## config.mk

```make
export PLATFORM = sky130hd
export DESIGN_NAME = ofd_decoder
export DESIGN_NICKNAME = d
export VERILOG_FILES = /design/src/ofd_pkg.sv /design/src/ofd_decoder.sv /design/src/ofd_reg_select.sv
export VERILOG_INCLUDE_DIRS = /design/src /design/src/src
export SDC_FILE = /design/constraint.sdc
export NUM_CORES = 1
export LEC_CHECK = 0
export BUFFER_PORTS_ARGS = -buffer_cell sky130_fd_sc_hd__buf_2
export CAP_MARGIN = 15
export CELL_PAD_IN_SITES_DETAIL_PLACEMENT = 0
export CELL_PAD_IN_SITES_GLOBAL_PLACEMENT = 1
export CORE_UTILIZATION = 40
export CTS_CLUSTER_DIAMETER = 120
export DETAILED_ROUTE_END_ITERATION = 8
export GPL_TIMING_DRIVEN = 0
export PLACE_DENSITY_LB_ADDON = 0.2
export RECOVER_POWER = 100
export SKIP_CTS_REPAIR_TIMING = 1
export SLEW_MARGIN = 30
export SYNTH_ARGS = -nofsm -noshare
export SYNTH_HDL_FRONTEND = slang
export SYNTH_SLANG_ARGS = --single-unit
export TNS_END_PERCENT = 50
```

## constraint.sdc

```tcl
create_clock -name clk_i -period 4.49 [get_ports clk_i]
set_input_delay 0 -clock clk_i [delete_from_list [all_inputs] [get_ports clk_i]]
set_output_delay 0 -clock clk_i [all_outputs]
set_load 0.02 [all_outputs]
```

## src/ofd_params.svh

```systemverilog
`ifndef OFD_PARAMS_SVH
`define OFD_PARAMS_SVH

// Field positions inside the addressing byte.
`define OFD_MOD_HI 7
`define OFD_MOD_LO 6
`define OFD_REG_HI 5
`define OFD_REG_LO 3
`define OFD_RM_HI 2
`define OFD_RM_LO 0

// Field positions inside the scaled-index byte.
`define OFD_SS_HI 7
`define OFD_SS_LO 6
`define OFD_IDX_HI 5
`define OFD_IDX_LO 3
`define OFD_BASE_HI 2
`define OFD_BASE_LO 0

// Addressing form codes.
`define OFD_MOD_NODISP 2'h0
`define OFD_MOD_D8 2'h1
`define OFD_MOD_D32 2'h2
`define OFD_MOD_REG 2'h3

// Special locator, index and base codes.
`define OFD_RM_SIB 3'h4
`define OFD_IDX_NONE 3'h4
`define OFD_BASE_STACK 3'h4
`define OFD_BASE_FRAME 3'h5

// Bit of a byte register code that picks the high byte.
`define OFD_HIGH_BIT 2

// Scale selector codes and the factors they give.
`define OFD_SS_X1 2'h0
`define OFD_SS_X2 2'h1
`define OFD_SS_X4 2'h2
`define OFD_SS_X8 2'h3
`define OFD_FACTOR_1 4'h1
`define OFD_FACTOR_2 4'h2
`define OFD_FACTOR_4 4'h4
`define OFD_FACTOR_8 4'h8

// Segment selector codes.
`define OFD_SEG3_ES 3'h0
`define OFD_SEG3_CS 3'h1
`define OFD_SEG3_SS 3'h2
`define OFD_SEG3_DS 3'h3
`define OFD_SEG3_FS 3'h4
`define OFD_SEG3_GS 3'h5
`define OFD_SEG2_ES 2'h0
`define OFD_SEG2_CS 2'h1
`define OFD_SEG2_SS 2'h2
`define OFD_SEG2_DS 2'h3

`endif

```

## src/ofd_pkg.sv

```systemverilog
package ofd_pkg;

  // Segment register selections.
  typedef enum logic [2:0] {
    OFD_SEG_ES,
    OFD_SEG_CS,
    OFD_SEG_SS,
    OFD_SEG_DS,
    OFD_SEG_FS,
    OFD_SEG_GS
  } ofd_seg_e;

  // Operand widths.
  typedef enum logic [1:0] {
    OFD_SZ8,
    OFD_SZ16,
    OFD_SZ32
  } ofd_size_e;

  // Displacement sizes for scaled-index addressing.
  typedef enum logic [1:0] {
    OFD_DISP_NONE,
    OFD_DISP_8,
    OFD_DISP_32
  } ofd_disp_e;

endpackage : ofd_pkg

```

## src/ofd_decoder.sv

```systemverilog
`timescale 1ns/100ps
`include "ofd_params.svh"

module ofd_decoder (
  // Clock and reset.
  input wire logic clk_i,
  input wire logic rst_i,
  // Instruction bytes and context from prefetch.
  input wire logic valid_i,
  input wire logic addr32_i,
  input wire logic op32_i,
  input wire logic w_present_i,
  input wire logic w_i,
  input wire logic [7:0] modrm_i,
  input wire logic [7:0] sib_i,
  input wire logic [2:0] wide_segment_selector_i,
  input wire logic [1:0] legacy_segment_selector_i,
  input wire logic [31:0] index_value_i,
  // Decoded selections for the register file and address generation.
  output logic valid_o,
  output logic rm_is_reg_o,
  output logic [2:0] rm_num_o,
  output logic rm_high_o,
  output ofd_pkg::ofd_size_e rm_size_o,
  output logic [2:0] reg_num_o,
  output logic reg_high_o,
  output ofd_pkg::ofd_size_e reg_size_o,
  output ofd_pkg::ofd_seg_e wide_seg_o,
  output logic wide_seg_undef_o,
  output ofd_pkg::ofd_seg_e legacy_seg_o,
  output logic sib_follows_o,
  output logic [3:0] scale_o,
  output logic index_used_o,
  output logic [2:0] index_num_o,
  output logic [31:0] scaled_index_o,
  output logic base_used_o,
  output logic [2:0] base_num_o,
  output ofd_pkg::ofd_disp_e disp_o,
  output ofd_pkg::ofd_seg_e default_seg_o
);

  // Field views.
  logic [1:0] mod_f;
  logic [2:0] reg_f;
  logic [2:0] rm_f;
  logic [1:0] ss_f;
  logic [2:0] idx_f;
  logic [2:0] base_f;

  assign mod_f = modrm_i[`OFD_MOD_HI:`OFD_MOD_LO];
  assign reg_f = modrm_i[`OFD_REG_HI:`OFD_REG_LO];
  assign rm_f = modrm_i[`OFD_RM_HI:`OFD_RM_LO];
  assign ss_f = sib_i[`OFD_SS_HI:`OFD_SS_LO];
  assign idx_f = sib_i[`OFD_IDX_HI:`OFD_IDX_LO];
  assign base_f = sib_i[`OFD_BASE_HI:`OFD_BASE_LO];

  // Next values of the registered outputs.
  logic rm_is_reg_nxt;
  logic [2:0] rm_num_nxt;
  logic rm_high_nxt;
  ofd_pkg::ofd_size_e rm_size_nxt;
  logic [2:0] reg_num_nxt;
  logic reg_high_nxt;
  ofd_pkg::ofd_size_e reg_size_nxt;
  ofd_pkg::ofd_seg_e wide_seg_nxt;
  logic wide_seg_undef_nxt;
  ofd_pkg::ofd_seg_e legacy_seg_nxt;
  logic sib_follows_nxt;
  logic [3:0] scale_nxt;
  logic index_used_nxt;
  logic [2:0] index_num_nxt;
  logic [31:0] scaled_index_nxt;
  logic base_used_nxt;
  logic [2:0] base_num_nxt;
  ofd_pkg::ofd_disp_e disp_nxt;
  ofd_pkg::ofd_seg_e default_seg_nxt;

  // Raw register picks; the locator pick is only meaningful in form 11.
  logic [2:0] rm_pick_num;
  logic rm_pick_high;
  ofd_pkg::ofd_size_e rm_pick_size;

  // Register operand named by the locator in register-direct form.
  ofd_reg_select u_rm_select (
    .code_i(rm_f),
    .w_present_i(w_present_i),
    .w_i(w_i),
    .op32_i(op32_i),
    .num_o(rm_pick_num),
    .high_o(rm_pick_high),
    .size_o(rm_pick_size)
  );

  // Register operand named by the general register selector.
  ofd_reg_select u_reg_select (
    .code_i(reg_f),
    .w_present_i(w_present_i),
    .w_i(w_i),
    .op32_i(op32_i),
    .num_o(reg_num_nxt),
    .high_o(reg_high_nxt),
    .size_o(reg_size_nxt)
  );

  // Register-direct operand is reported only in form 11, zero otherwise.
  always_comb begin
    rm_is_reg_nxt = (mod_f == `OFD_MOD_REG);
    rm_num_nxt = rm_is_reg_nxt ? rm_pick_num : 3'h0;
    rm_high_nxt = rm_is_reg_nxt ? rm_pick_high : 1'b0;
    rm_size_nxt = rm_is_reg_nxt ? rm_pick_size : ofd_pkg::OFD_SZ8;
  end

  // Segment selectors; codes 6 and 7 get a flag and ES so nothing is left floating.
  always_comb begin
    wide_seg_undef_nxt = 1'b0;
    case (wide_segment_selector_i)
      `OFD_SEG3_ES: wide_seg_nxt = ofd_pkg::OFD_SEG_ES;
      `OFD_SEG3_CS: wide_seg_nxt = ofd_pkg::OFD_SEG_CS;
      `OFD_SEG3_SS: wide_seg_nxt = ofd_pkg::OFD_SEG_SS;
      `OFD_SEG3_DS: wide_seg_nxt = ofd_pkg::OFD_SEG_DS;
      `OFD_SEG3_FS: wide_seg_nxt = ofd_pkg::OFD_SEG_FS;
      `OFD_SEG3_GS: wide_seg_nxt = ofd_pkg::OFD_SEG_GS;
      default: begin
        wide_seg_nxt = ofd_pkg::OFD_SEG_ES;
        wide_seg_undef_nxt = 1'b1;
      end
    endcase
    case (legacy_segment_selector_i)
      `OFD_SEG2_ES: legacy_seg_nxt = ofd_pkg::OFD_SEG_ES;
      `OFD_SEG2_CS: legacy_seg_nxt = ofd_pkg::OFD_SEG_CS;
      `OFD_SEG2_SS: legacy_seg_nxt = ofd_pkg::OFD_SEG_SS;
      default: legacy_seg_nxt = ofd_pkg::OFD_SEG_DS;
    endcase
  end

  // Scaled-index byte decode; when no such byte follows, all fields read zero and the default segment reads DS.
  always_comb begin
    sib_follows_nxt = addr32_i && (mod_f != `OFD_MOD_REG) && (rm_f == `OFD_RM_SIB);
    scale_nxt = 4'h0;
    index_used_nxt = 1'b0;
    index_num_nxt = 3'h0;
    scaled_index_nxt = 32'h0000_0000;
    base_used_nxt = 1'b0;
    base_num_nxt = 3'h0;
    disp_nxt = ofd_pkg::OFD_DISP_NONE;
    default_seg_nxt = ofd_pkg::OFD_SEG_DS;
    if (sib_follows_nxt) begin
      case (ss_f)
        `OFD_SS_X1: scale_nxt = `OFD_FACTOR_1;
        `OFD_SS_X2: scale_nxt = `OFD_FACTOR_2;
        `OFD_SS_X4: scale_nxt = `OFD_FACTOR_4;
        default: scale_nxt = `OFD_FACTOR_8;
      endcase
      // A nonzero scale with no index is the encoder's fault; the term stays zero.
      index_used_nxt = (idx_f != `OFD_IDX_NONE);
      index_num_nxt = index_used_nxt ? idx_f : 3'h0;
      // A shift replaces the multiplier since every factor is a power of two.
      scaled_index_nxt = index_used_nxt ? (index_value_i << ss_f) : 32'h0000_0000;
      // Mode comes from form and base, never from the plain locator.
      base_used_nxt = !((mod_f == `OFD_MOD_NODISP) && (base_f == `OFD_BASE_FRAME));
      base_num_nxt = base_used_nxt ? base_f : 3'h0;
      case (mod_f)
        `OFD_MOD_D8: disp_nxt = ofd_pkg::OFD_DISP_8;
        `OFD_MOD_D32: disp_nxt = ofd_pkg::OFD_DISP_32;
        default: disp_nxt = base_used_nxt ? ofd_pkg::OFD_DISP_NONE : ofd_pkg::OFD_DISP_32;
      endcase
      if ((base_f == `OFD_BASE_STACK) || ((base_f == `OFD_BASE_FRAME) && (mod_f != `OFD_MOD_NODISP))) begin
        default_seg_nxt = ofd_pkg::OFD_SEG_SS;
      end
    end
  end

  // Valid marker follows the request by one cycle.
  always_ff @(posedge clk_i or posedge rst_i) begin
    if (rst_i) begin
      valid_o <= 1'b0;
    end else begin
      valid_o <= valid_i;
    end
  end

  // Register operand outputs; held when no request so consumers see stable values.
  always_ff @(posedge clk_i or posedge rst_i) begin
    if (rst_i) begin
      rm_is_reg_o <= 1'b0;
      rm_num_o <= 3'h0;
      rm_high_o <= 1'b0;
      rm_size_o <= ofd_pkg::OFD_SZ8;
      reg_num_o <= 3'h0;
      reg_high_o <= 1'b0;
      reg_size_o <= ofd_pkg::OFD_SZ8;
    end else if (valid_i) begin
      rm_is_reg_o <= rm_is_reg_nxt;
      rm_num_o <= rm_num_nxt;
      rm_high_o <= rm_high_nxt;
      rm_size_o <= rm_size_nxt;
      reg_num_o <= reg_num_nxt;
      reg_high_o <= reg_high_nxt;
      reg_size_o <= reg_size_nxt;
    end
  end

  // Segment selector outputs.
  always_ff @(posedge clk_i or posedge rst_i) begin
    if (rst_i) begin
      wide_seg_o <= ofd_pkg::OFD_SEG_ES;
      wide_seg_undef_o <= 1'b0;
      legacy_seg_o <= ofd_pkg::OFD_SEG_ES;
    end else if (valid_i) begin
      wide_seg_o <= wide_seg_nxt;
      wide_seg_undef_o <= wide_seg_undef_nxt;
      legacy_seg_o <= legacy_seg_nxt;
    end
  end

  // Effective-address outputs.
  always_ff @(posedge clk_i or posedge rst_i) begin
    if (rst_i) begin
      sib_follows_o <= 1'b0;
      scale_o <= 4'h0;
      index_used_o <= 1'b0;
      index_num_o <= 3'h0;
      scaled_index_o <= 32'h0000_0000;
      base_used_o <= 1'b0;
      base_num_o <= 3'h0;
      disp_o <= ofd_pkg::OFD_DISP_NONE;
      default_seg_o <= ofd_pkg::OFD_SEG_DS;
    end else if (valid_i) begin
      sib_follows_o <= sib_follows_nxt;
      scale_o <= scale_nxt;
      index_used_o <= index_used_nxt;
      index_num_o <= index_num_nxt;
      scaled_index_o <= scaled_index_nxt;
      base_used_o <= base_used_nxt;
      base_num_o <= base_num_nxt;
      disp_o <= disp_nxt;
      default_seg_o <= default_seg_nxt;
    end
  end

endmodule : ofd_decoder

```

## src/ofd_reg_select.sv

```systemverilog
`timescale 1ns/100ps
`include "ofd_params.svh"

module ofd_reg_select (
  // Register code and size context.
  input wire logic [2:0] code_i,
  input wire logic w_present_i,
  input wire logic w_i,
  input wire logic op32_i,
  // Selected register.
  output logic [2:0] num_o,
  output logic high_o,
  output ofd_pkg::ofd_size_e size_o
);

  // A byte pick folds codes 4-7 onto the high bytes of registers 0-3.
  always_comb begin
    if (w_present_i && !w_i) begin
      num_o = {1'b0, code_i[1:0]};
      high_o = code_i[`OFD_HIGH_BIT];
      size_o = ofd_pkg::OFD_SZ8;
    end else begin
      num_o = code_i;
      high_o = 1'b0;
      size_o = op32_i ? ofd_pkg::OFD_SZ32 : ofd_pkg::OFD_SZ16;
    end
  end

endmodule : ofd_reg_select

```

* Word level (Yosys, flattened, before mapping)
Index checks and enable logic that the tools add are counted.
Word-level totals: register bits 71, output and inout port bits 71, logic and storage cells 79
Cells by class: mux-type cells 27, shift operators 1, reductions and logical operators 14, equal/unequal tests 17
Operators by type and width (count):
- 32-bit 2-to-1 mux | 2
- 32-bit by 2-bit left shift with 32-bit output | 1
- 3-bit 2-to-1 mux | 7
- 3-bit == test (second input constant) | 5
- 3-bit one-hot mux with 5 select lines | 1
- 4-bit one-hot mux with 3 select lines | 1
- 2-bit 2-to-1 mux | 5
- 2-bit == test (second input constant) | 4
- 1-bit 2-to-1 mux | 8
- 2-bit by 1-bit == test with 1-bit output (second input constant) | 3
- 3-bit by 2-bit == test with 1-bit output (second input constant) | 2
- 2-bit logical NOT | 3
- 2-bit one-hot mux with 3 select lines | 1
- 6-bit OR reduction | 1
- 1-bit logical AND | 5
- 4-bit 2-to-1 mux | 1
- 2-bit one-hot mux with 2 select lines | 1
- 3-bit by 1-bit == test with 1-bit output (second input constant) | 1
- 3-bit logical NOT | 1
- 3-bit inequality test (second input constant) | 1
- 1-bit logical NOT | 2
- 2-bit inequality test (second input constant) | 1
- 2-bit nonzero test | 1
- 1-bit logical OR | 1

* Longest topological paths before layout
Gate-level depths: netlist (run 1).
depth in word-level cells 5, depth in mapped cells 5, mapped depth without buffers 5

* Cells and area by module
From an unflattened synthesis (run 1), not the netlist that was laid out.
Unflattened totals: cells, all modules 277, area total of the unflattened synthesis 3487.1 um^2
Modules (own cells, without submodules):
- ofd_decoder | cells an instance 261, times used 1, area an instance 3369.5 um^2
- ofd_reg_select | cells an instance 8, times used 2, area an instance 58.8 um^2

* Worst setup path before layout (run 1)
Ideal clock, no wire load.
path type input-to-reg, start point input port modrm_i[6], end point register scaled_index_o[3], cell stages on the path 5, buffers on the path 1, library setup time 0.095 ns, setup slack 3.296 ns, data arrival time 1.099 ns, cells stage by stage ha_1 -> nor4b_4 -> nand3_1 -> buf_2 -> o32ai_2
On the way: word-level cells in the longest chain between the ends 4
RTL lines:
- from (decl) | line ofd_decoder.sv:14 | input wire logic [7:0] modrm_i,
- 2-bit inequality test (no source line)
- 1-bit logical AND (2 in series) | line ofd_decoder.sv:138 | sib_follows_nxt = addr32_i && (mod_f != `OFD_MOD_REG) && (rm_f == `OFD_RM_SIB);
- 32-bit 2-to-1 mux | line ofd_decoder.sv:147 | if (sib_follows_nxt) begin
- to (signal assigned) | line ofd_decoder.sv:233 | scaled_index_o <= scaled_index_nxt;
- to (decl) | line ofd_decoder.sv:35 | output logic [31:0] scaled_index_o,
No other way between the ends. A chain may end at the register's enable or synchronous reset.

* Final worst setup path (run 1)
start point input port valid_i, end point register reg_high_o
RTL lines:
- from (decl) | line ofd_decoder.sv:9 | input wire logic valid_i,
- to (signal assigned) | line ofd_decoder.sv:198 | reg_high_o <= reg_high_nxt;
- to (decl) | line ofd_decoder.sv:26 | output logic reg_high_o,
No word-level cell between the ends.

==> qor.yml, run 1 <==
clock_network:
  h-tree-depth: 3
  clock_latency_ns: 0.34
  clk_pin_slew_ns: 0.07
  clockBufferDepth: 2
  root_buffer: "clkbuf_8"
  clkSinkCount: 68
  cts_buffers: 9
  cts_tree: "built"
synthesis:
  synth_adder_area_share_pct: 1.50
  synth-edff-count: 0
  synthFlopType: "dfrtp_1"
  yosysWarnings: 0
  synth_compound_area_share_pct: 16.6
  synth_top_family_by_area: "multiplexers"
  synth.area.mux_share_pct: 20.6
  async_flop_share_pct: 100
  ys_seq_elements: 68
  synth_cell_type_count: 33
  yosysSeqAreaShare_pct: 51.2
  synth-simple-area-share_pct: 5.30
  netlist_area_um2: 3330
  syn_area_per_cell_um2: 12.4
  synth_cells: 268
  synth_xor_area_share_pct: 0
worst_setup_path:
  crit_arrival_ns: 2.41
  required_ns: 4.77
  critPathKind: "input pin to flop"
  cp_max_fo: 10
  end_kind: "flop"
  cp-start-kind: "input pin"
grt:
  grt_pass1_wl_mm: 13.2
  track_usage_pct: 20.0
  grt_pass1_vias: 2708
  antenna_found_initial: 0
  grt_overflow_total: 0
  grt_max_degree: 39
routing:
  drc_errors: 0
  avgViaCountPerCell: 5.13
  ant_nets: 0
  drt_iter0_markers: 53
  drt-pass1-iter-count: 4
  vias: 2749
  drt_wl_total_mm: 8.47
  wire_per_inst_um: 15.8
run:
  drv_cap: 0
timing:
  min_period_over_period_pct: 47.4
  rsz0062_at_grt: "false"
  slew_viol_final: 0
  fin_hold_ws_ns: -0.00765
  setup_tns_ns: 0
  timing.fmax_ghz: 0.470
  fin_worst_skew_ns: 0
  setup_violations: 0
  maxSlewHeadroom_pct: 2.83
  finalHoldViolations: 2
  max_slew.worst_pin.slew_ns: 1.45
  fin_crit_ns: 2.13
  fin_ws_ns: 2.36
placement:
  place.detailed.hpwl_mm: 6.29
  portBuffers: 126
  place_congestion: 0.734
  place_inst: 498
  dp_slack_ns: 2.96
hold_path:
  hold_class: "input pin to flop"
layout:
  nNetsFinal: 493
  final_common_cell: "clkbuf_1"
  layout-drive-gt1-share_pct: 28.3
  stdcell_count: 536
  area_growth_pct: 32.9
  n_antenna_cell: 0
  final_cell_mix: "clkbuf_1, dfrtp_1, buf_2"
pwr:
  irDropWorstVdd_mv: 0.222
  switchingPower_w: 0.000373
  p_leak_nw: 2.05
  seq_power_share_pct: 46.4
  swShare_pct: 26.8
  power_density_nw_per_um2: 314
  p_int_w: 0.00102
  combPwrFrac_pct: 16.1
  p_total_w: 0.00139
  p_clk_share_pct: 37.4
run_status:
  violations: "negative hold slack"
  status: "finished with violations"
floorplanning:
  start_util_pct: 42.2
  die_h_um: 93.2
  die_w_um: 93.2
  core_um2: 7890
  die_area_um2: 8690
  num_rows: 32
  ios: 131
flip-flops by register name, summed over array words and instances (netlist names), 2 cells and up:
signal / count
disp_o: 2
scaled_index_o: 32
reg_num_o: 3
index_num_o: 3
wide_seg_o: 3
legacy_seg_o: 2
rm_size_o: 2
rm_num_o: 3
base_num_o: 3
scale_o: 4
reg_size_o: 2
area by class of cell:
class	count	area, um^2
clock buffers	12	155
flip-flops and latches	68	1700
clock inverters	4	47.5
multi-input cells	167	1460
well taps	102	128
plain buffers	22	103
fillers	749	3460
repair buffers	149	785
inverters	12	46.3
power by group through the flow:
stage	clock, W	combinational [W]	sequential (W)
after detailed placement	0	0.000220	0.000656
final	0.000520	0.000224	0.000646
after floorplan	0	0.000111	0.000681
after CTS	0.000532	0.000220	0.000645
after global routing	0.000555	0.000247	0.000647
after global placement	0	0.000215	0.000655
synthesized netlist by cell type, types with 3 or more instances:
cell type	count	area (um^2)
o2bb2ai_1	39	342
nand3_1	4	20.0
dfrtp_1	67	1680
mux2_2	35	394
buf_1	4	15.0
ha_1	4	50.1
nand2_1	10	37.5
nor2_1	3	11.3
inv_1	11	41.3
a32o_1	5	50.1
clkbuf_1	4	15.0
nand2b_1	3	18.8
buf_4	4	30.0
mux2i_1	29	290
o21ai_0	8	40.0
buf_2	10	50.1
a22o_1	8	70.1
worst max-delay path: stages:
cell and delay, ns:
dlygate4sd3_1 0.53, clkbuf_1 0.19, inv_1 0.10, clkbuf_1 0.39, clkbuf_1 0.46, o2bb2ai_1 0.18
dlygate4sd3_1 0.55
metal layers:
metal | vias to the layer above | part of all wire [%] | GRT usage [%]
met1 | 1332 | 46 | 25.7
met2 | 96 | 47 | 32.5
met4 | 0 | 1.6 | 8.08
met5 | - | 0 | 0
met3 | 12 | 5.8 | 4.80
li1 | 1309 | - | -
worst paths after layout:
kind | from | end | slack [ns] | cells past startpoint
worst min register to register | scale_o[0]$_DFFE_PP0P_ | scale_o[0]$_DFFE_PP0P_ | 0.49 | 1
worst min-delay path | w_i | reg_num_o[2]$_DFFE_PP0P_ | -0.008 | 3
min in group asynchronous | rst_i | scaled_index_o[14]$_DFFE_PP0P_ | 0.53 | 3
worst max-delay path | valid_i | reg_high_o$_DFFE_PP0P_ | 2.36 | 7
max in group asynchronous | rst_i | default_seg_o[0]$_DFFE_PP1P_ | 3.13 | 4
worst max register to register | wide_seg_o[1]$_DFFE_PP0P_ | wide_seg_o[1]$_DFFE_PP0P_ | 3.31 | 2
cell families (layout without fill, tap and decap cells):
family	after synthesis	count (layout)
AOI/OAI and AO/OA	66	66
adders and majority gates	4	4
buffers and inverters	34	199
DFF	68	68
muxes	64	64
other	2	3
and+or+nand+nor	30	30
through the flow:
step / util (%) / area [um^2] / hold slack (ns)
floorplan: - / 3330 / 0.0314
global placement: 51.9 / 4090 / 0.201
detailed placement: 52.1 / 4110 / 0.0336
CTS: 54.7 / 4320 / -0.341
global route: 56.1 / 4420 / 0.00628
finish: 56.1 / 4420 / -0.00765
(Power assumes the default switching activity.)
==> inputs of run 2 (changes only) <==
--- a/config.mk
+++ b/config.mk
@@ -10,7 +10,7 @@
 export CAP_MARGIN = 15
 export CELL_PAD_IN_SITES_DETAIL_PLACEMENT = 0
 export CELL_PAD_IN_SITES_GLOBAL_PLACEMENT = 1
-export CORE_UTILIZATION = 40
+export CORE_UTILIZATION = 34
 export CTS_CLUSTER_DIAMETER = 120
 export DETAILED_ROUTE_END_ITERATION = 8
 export GPL_TIMING_DRIVEN = 0
==> constraint.sdc (replaced) <==
create_clock -name clk_i -period 1.82 [get_ports clk_i]
set_input_delay 0 -clock clk_i [delete_from_list [all_inputs] [get_ports clk_i]]
set_output_delay 0 -clock clk_i [all_outputs]
set_load 0.02 [all_outputs]
==> qor.yml, run 2 (synthesis gave the netlist of run 1 again) <==
clock_network:
  cts_tree: "built"  # unchanged
  clk_pin_slew_ns: 0.08  # was 0.07 ns
  h-tree-depth: 3  # unchanged
  clock_latency_ns: 0.33  # was 0.34 ns
  clkSinkCount: 68  # unchanged
  clockBufferDepth: 2  # unchanged
  root_buffer: "clkbuf_8"  # unchanged
  cts_buffers: 9  # unchanged
hold_path:
  hold_path.startpoint: "w_i"  # unchanged
  hold_class: "input pin to flop"  # unchanged
  hold_path_depth: 3  # unchanged
  min_to: "reg_size_o[0]$_DFFE_PP0P_"  # was reg_num_o[2]$_DFFE_PP0P_
run_status:
  status: "finished with violations"  # unchanged
  violations: "negative hold slack"  # unchanged
layout:
  final_common_cell: "clkbuf_1"  # unchanged
  area_growth_pct: 35.5  # was 32.9%
  fin_util_pct: 48.1  # was 56.1%
  nNetsFinal: 493  # unchanged
  reg_top3: "scaled_index_o x32, scale_o x4"  # unchanged
  largest_reg_flops: 32  # unchanged
  largest-register: "scaled_index_o"  # unchanged
  finalInstanceArea_um2: 4510  # was 4420 um^2
  n_antenna_cell: 0  # unchanged
  layout-drive-gt1-share_pct: 29.3  # was 28.3%
  final_cell_mix: "clkbuf_1, dfrtp_1, buf_2"  # unchanged
timing:
  maxSlewHeadroom_pct: 13.4  # was 2.83%
  fin_worst_skew_ns: 0  # unchanged
  slew_viol_final: 0  # unchanged
  fin_ws_ns: 0.228  # was 2.36 ns
  rsz0062_at_grt: "false"  # unchanged
  max_slew.worst_pin.slew_ns: 1.30  # was 1.45 ns
  fin_hold_ws_ns: -0.00876  # was -0.00765 ns
  setup_tns_ns: 0  # unchanged
  setup_violations: 0  # unchanged
  min_period_over_period_pct: 87.5
  timing.fmax_ghz: 0.628
  fin_crit_ns: 1.59
  finalHoldViolations: 2  # unchanged
placement:
  place.detailed.hpwl_mm: 6.61  # was 6.29 mm
  place_congestion: 0.755  # was 0.734
  place_area_um2: 4150  # was 4110 um^2
  portBuffers: 126  # unchanged
  dp_slack_ns: 0.212  # was 2.96 ns
worst_setup_path:
  r2r_cells: 2  # unchanged
  end_kind: "flop"  # unchanged
  crit_arrival_ns: 1.85  # was 2.41 ns
  reg2reg_from: "default_seg_o[0]$_DFFE_PP1P_"  # was wide_seg_o[1]$_DFFE_PP0P_
  critPathKind: "input pin to flop"  # unchanged
  cp-start-kind: "input pin"  # unchanged
  cp_max_fo: 10  # unchanged
  required_ns: 2.08  # was 4.77 ns
  reg2reg_to: "default_seg_o[0]$_DFFE_PP1P_"  # was wide_seg_o[1]$_DFFE_PP0P_
  r2r_setup_slack_ns: 1.05  # was 3.31 ns
pwr:
  p_int_w: 0.00272  # was 0.00102 W
  switchingPower_w: 0.000949  # was 0.000373 W
  p_clk_share_pct: 41.4  # was 37.4%
  combPwrFrac_pct: 15.3  # was 16.1%
  swShare_pct: 25.9  # was 26.8%
  power_density_nw_per_um2: 814  # was 314 nW/um^2
  p_total_w: 0.00367  # was 0.00139 W
  irDropWorstVdd_mv: 0.512  # was 0.222 mV
  p_leak_nw: 2.08  # was 2.05 nW
  seq_power_share_pct: 43.4  # was 46.4%
routing:
  vias: 2746  # was 2749
  drc_errors: 0  # unchanged
  wire_per_inst_um: 16.0  # was 15.8 um
  drt_iter0_markers: 57  # was 53
  ant_nets: 0  # unchanged
  avgViaCountPerCell: 4.88  # was 5.13
  drt_wl_total_mm: 9.03  # was 8.47 mm
  drt-pass1-iter-count: 4  # unchanged
grt:
  antenna_found_initial: 0  # unchanged
  grt_overflow_total: 0  # unchanged
  track_usage_pct: 18.0  # was 20.0%
  grt_pass1_wl_mm: 14.0  # was 13.2 mm
  grt_max_degree: 38  # was 39
  grt_pass1_vias: 2775  # was 2708
floorplanning:
  ios: 131  # unchanged
  num_rows: 35  # was 32
  start_util_pct: 35.5  # was 42.2%
  die_h_um: 101  # was 93.2 um
  core_um2: 9370  # was 7890 um^2
  die_w_um: 101  # was 93.2 um
  die_area_um2: 10200  # was 8690 um^2
run:
  drv_cap: 0  # unchanged
-- run 2: cell types whose count changed in the layout (fill, tap and decap cells not counted), moves of 2 or more --
cell	before	now
bufinv_16	1	3
clkbuf_2	0	2
clkinv_4	0	2
clkbuf_8	11	9
clkbuf_1	82	78
-- run 2: final cells by class --
type / instances / area, um^2
fill: 979 / 4860
sequential: 68 / 1700
multi-input combinational: 167 / 1460
timing repair buffer: 149 / 785
tap: 129 / 161
clock buffer: 10 / 128
clock inverter: 6 / 113
buffer: 22 / 110
inverter: 12 / 45.0
-- run 2: worst max-delay path, cell delays in order --
cell and delay (ns):
dlygate4sd3_1 0.54, buf_2 0.17, inv_1 0.07, clkbuf_1 0.40, clkbuf_1 0.48, o2bb2ai_1 0.19
-- run 2: per-stage QoR --
stage / hold WS (ns) / instances
6_report: -0.00876 / 563
5_1_grt: 0.00933 / 563
4_1_cts: -0.338 / 541
3_5_place_dp: 0.0426 / 525
3_3_place_gp: 0.211 / 524
2_1_floorplan: 0.0314 / 269
-- run 2: worst max-delay path by stage --
stage / start / endpoint / slack (ns) / cells after the start
floorplan: rst_i / base_num_o[0]$_DFFE_PP0P_ / 0.11 / 1
global placement: rst_i / scaled_index_o[25]$_DFFE_PP0P_ / -0.86 / 2
detailed placement: modrm_i[6] / scaled_index_o[3]$_DFFE_PP0P_ / 0.21 / 6
CTS: modrm_i[6] / scaled_index_o[3]$_DFFE_PP0P_ / 0.57 / 6
global route: valid_i / rm_size_o[1]$_DFFE_PP0P_ / 0.10 / 6
finish: valid_i / reg_size_o[1]$_DFFE_PP0P_ / 0.23 / 6
-- run 2: power by group through the flow --
stage          logic, W  clock network, W  registers, W
4_1_cts        0.000551           0.00155       0.00159
2_1_floorplan  0.000274                 0       0.00168
6_report       0.000561           0.00152       0.00159
3_5_place_dp   0.000550                 0       0.00162
3_3_place_gp   0.000538                 0       0.00162
5_1_grt        0.000618           0.00163       0.00160
-- run 2: metal layers --
metal	vias up	global-route usage [%]	part of all wire, %
li1	1308	-	-
met4	0	4.68	0.80
met5	-	0	0
met2	92	29.8	46
met1	1338	23.7	47
met3	8	4.30	5.6
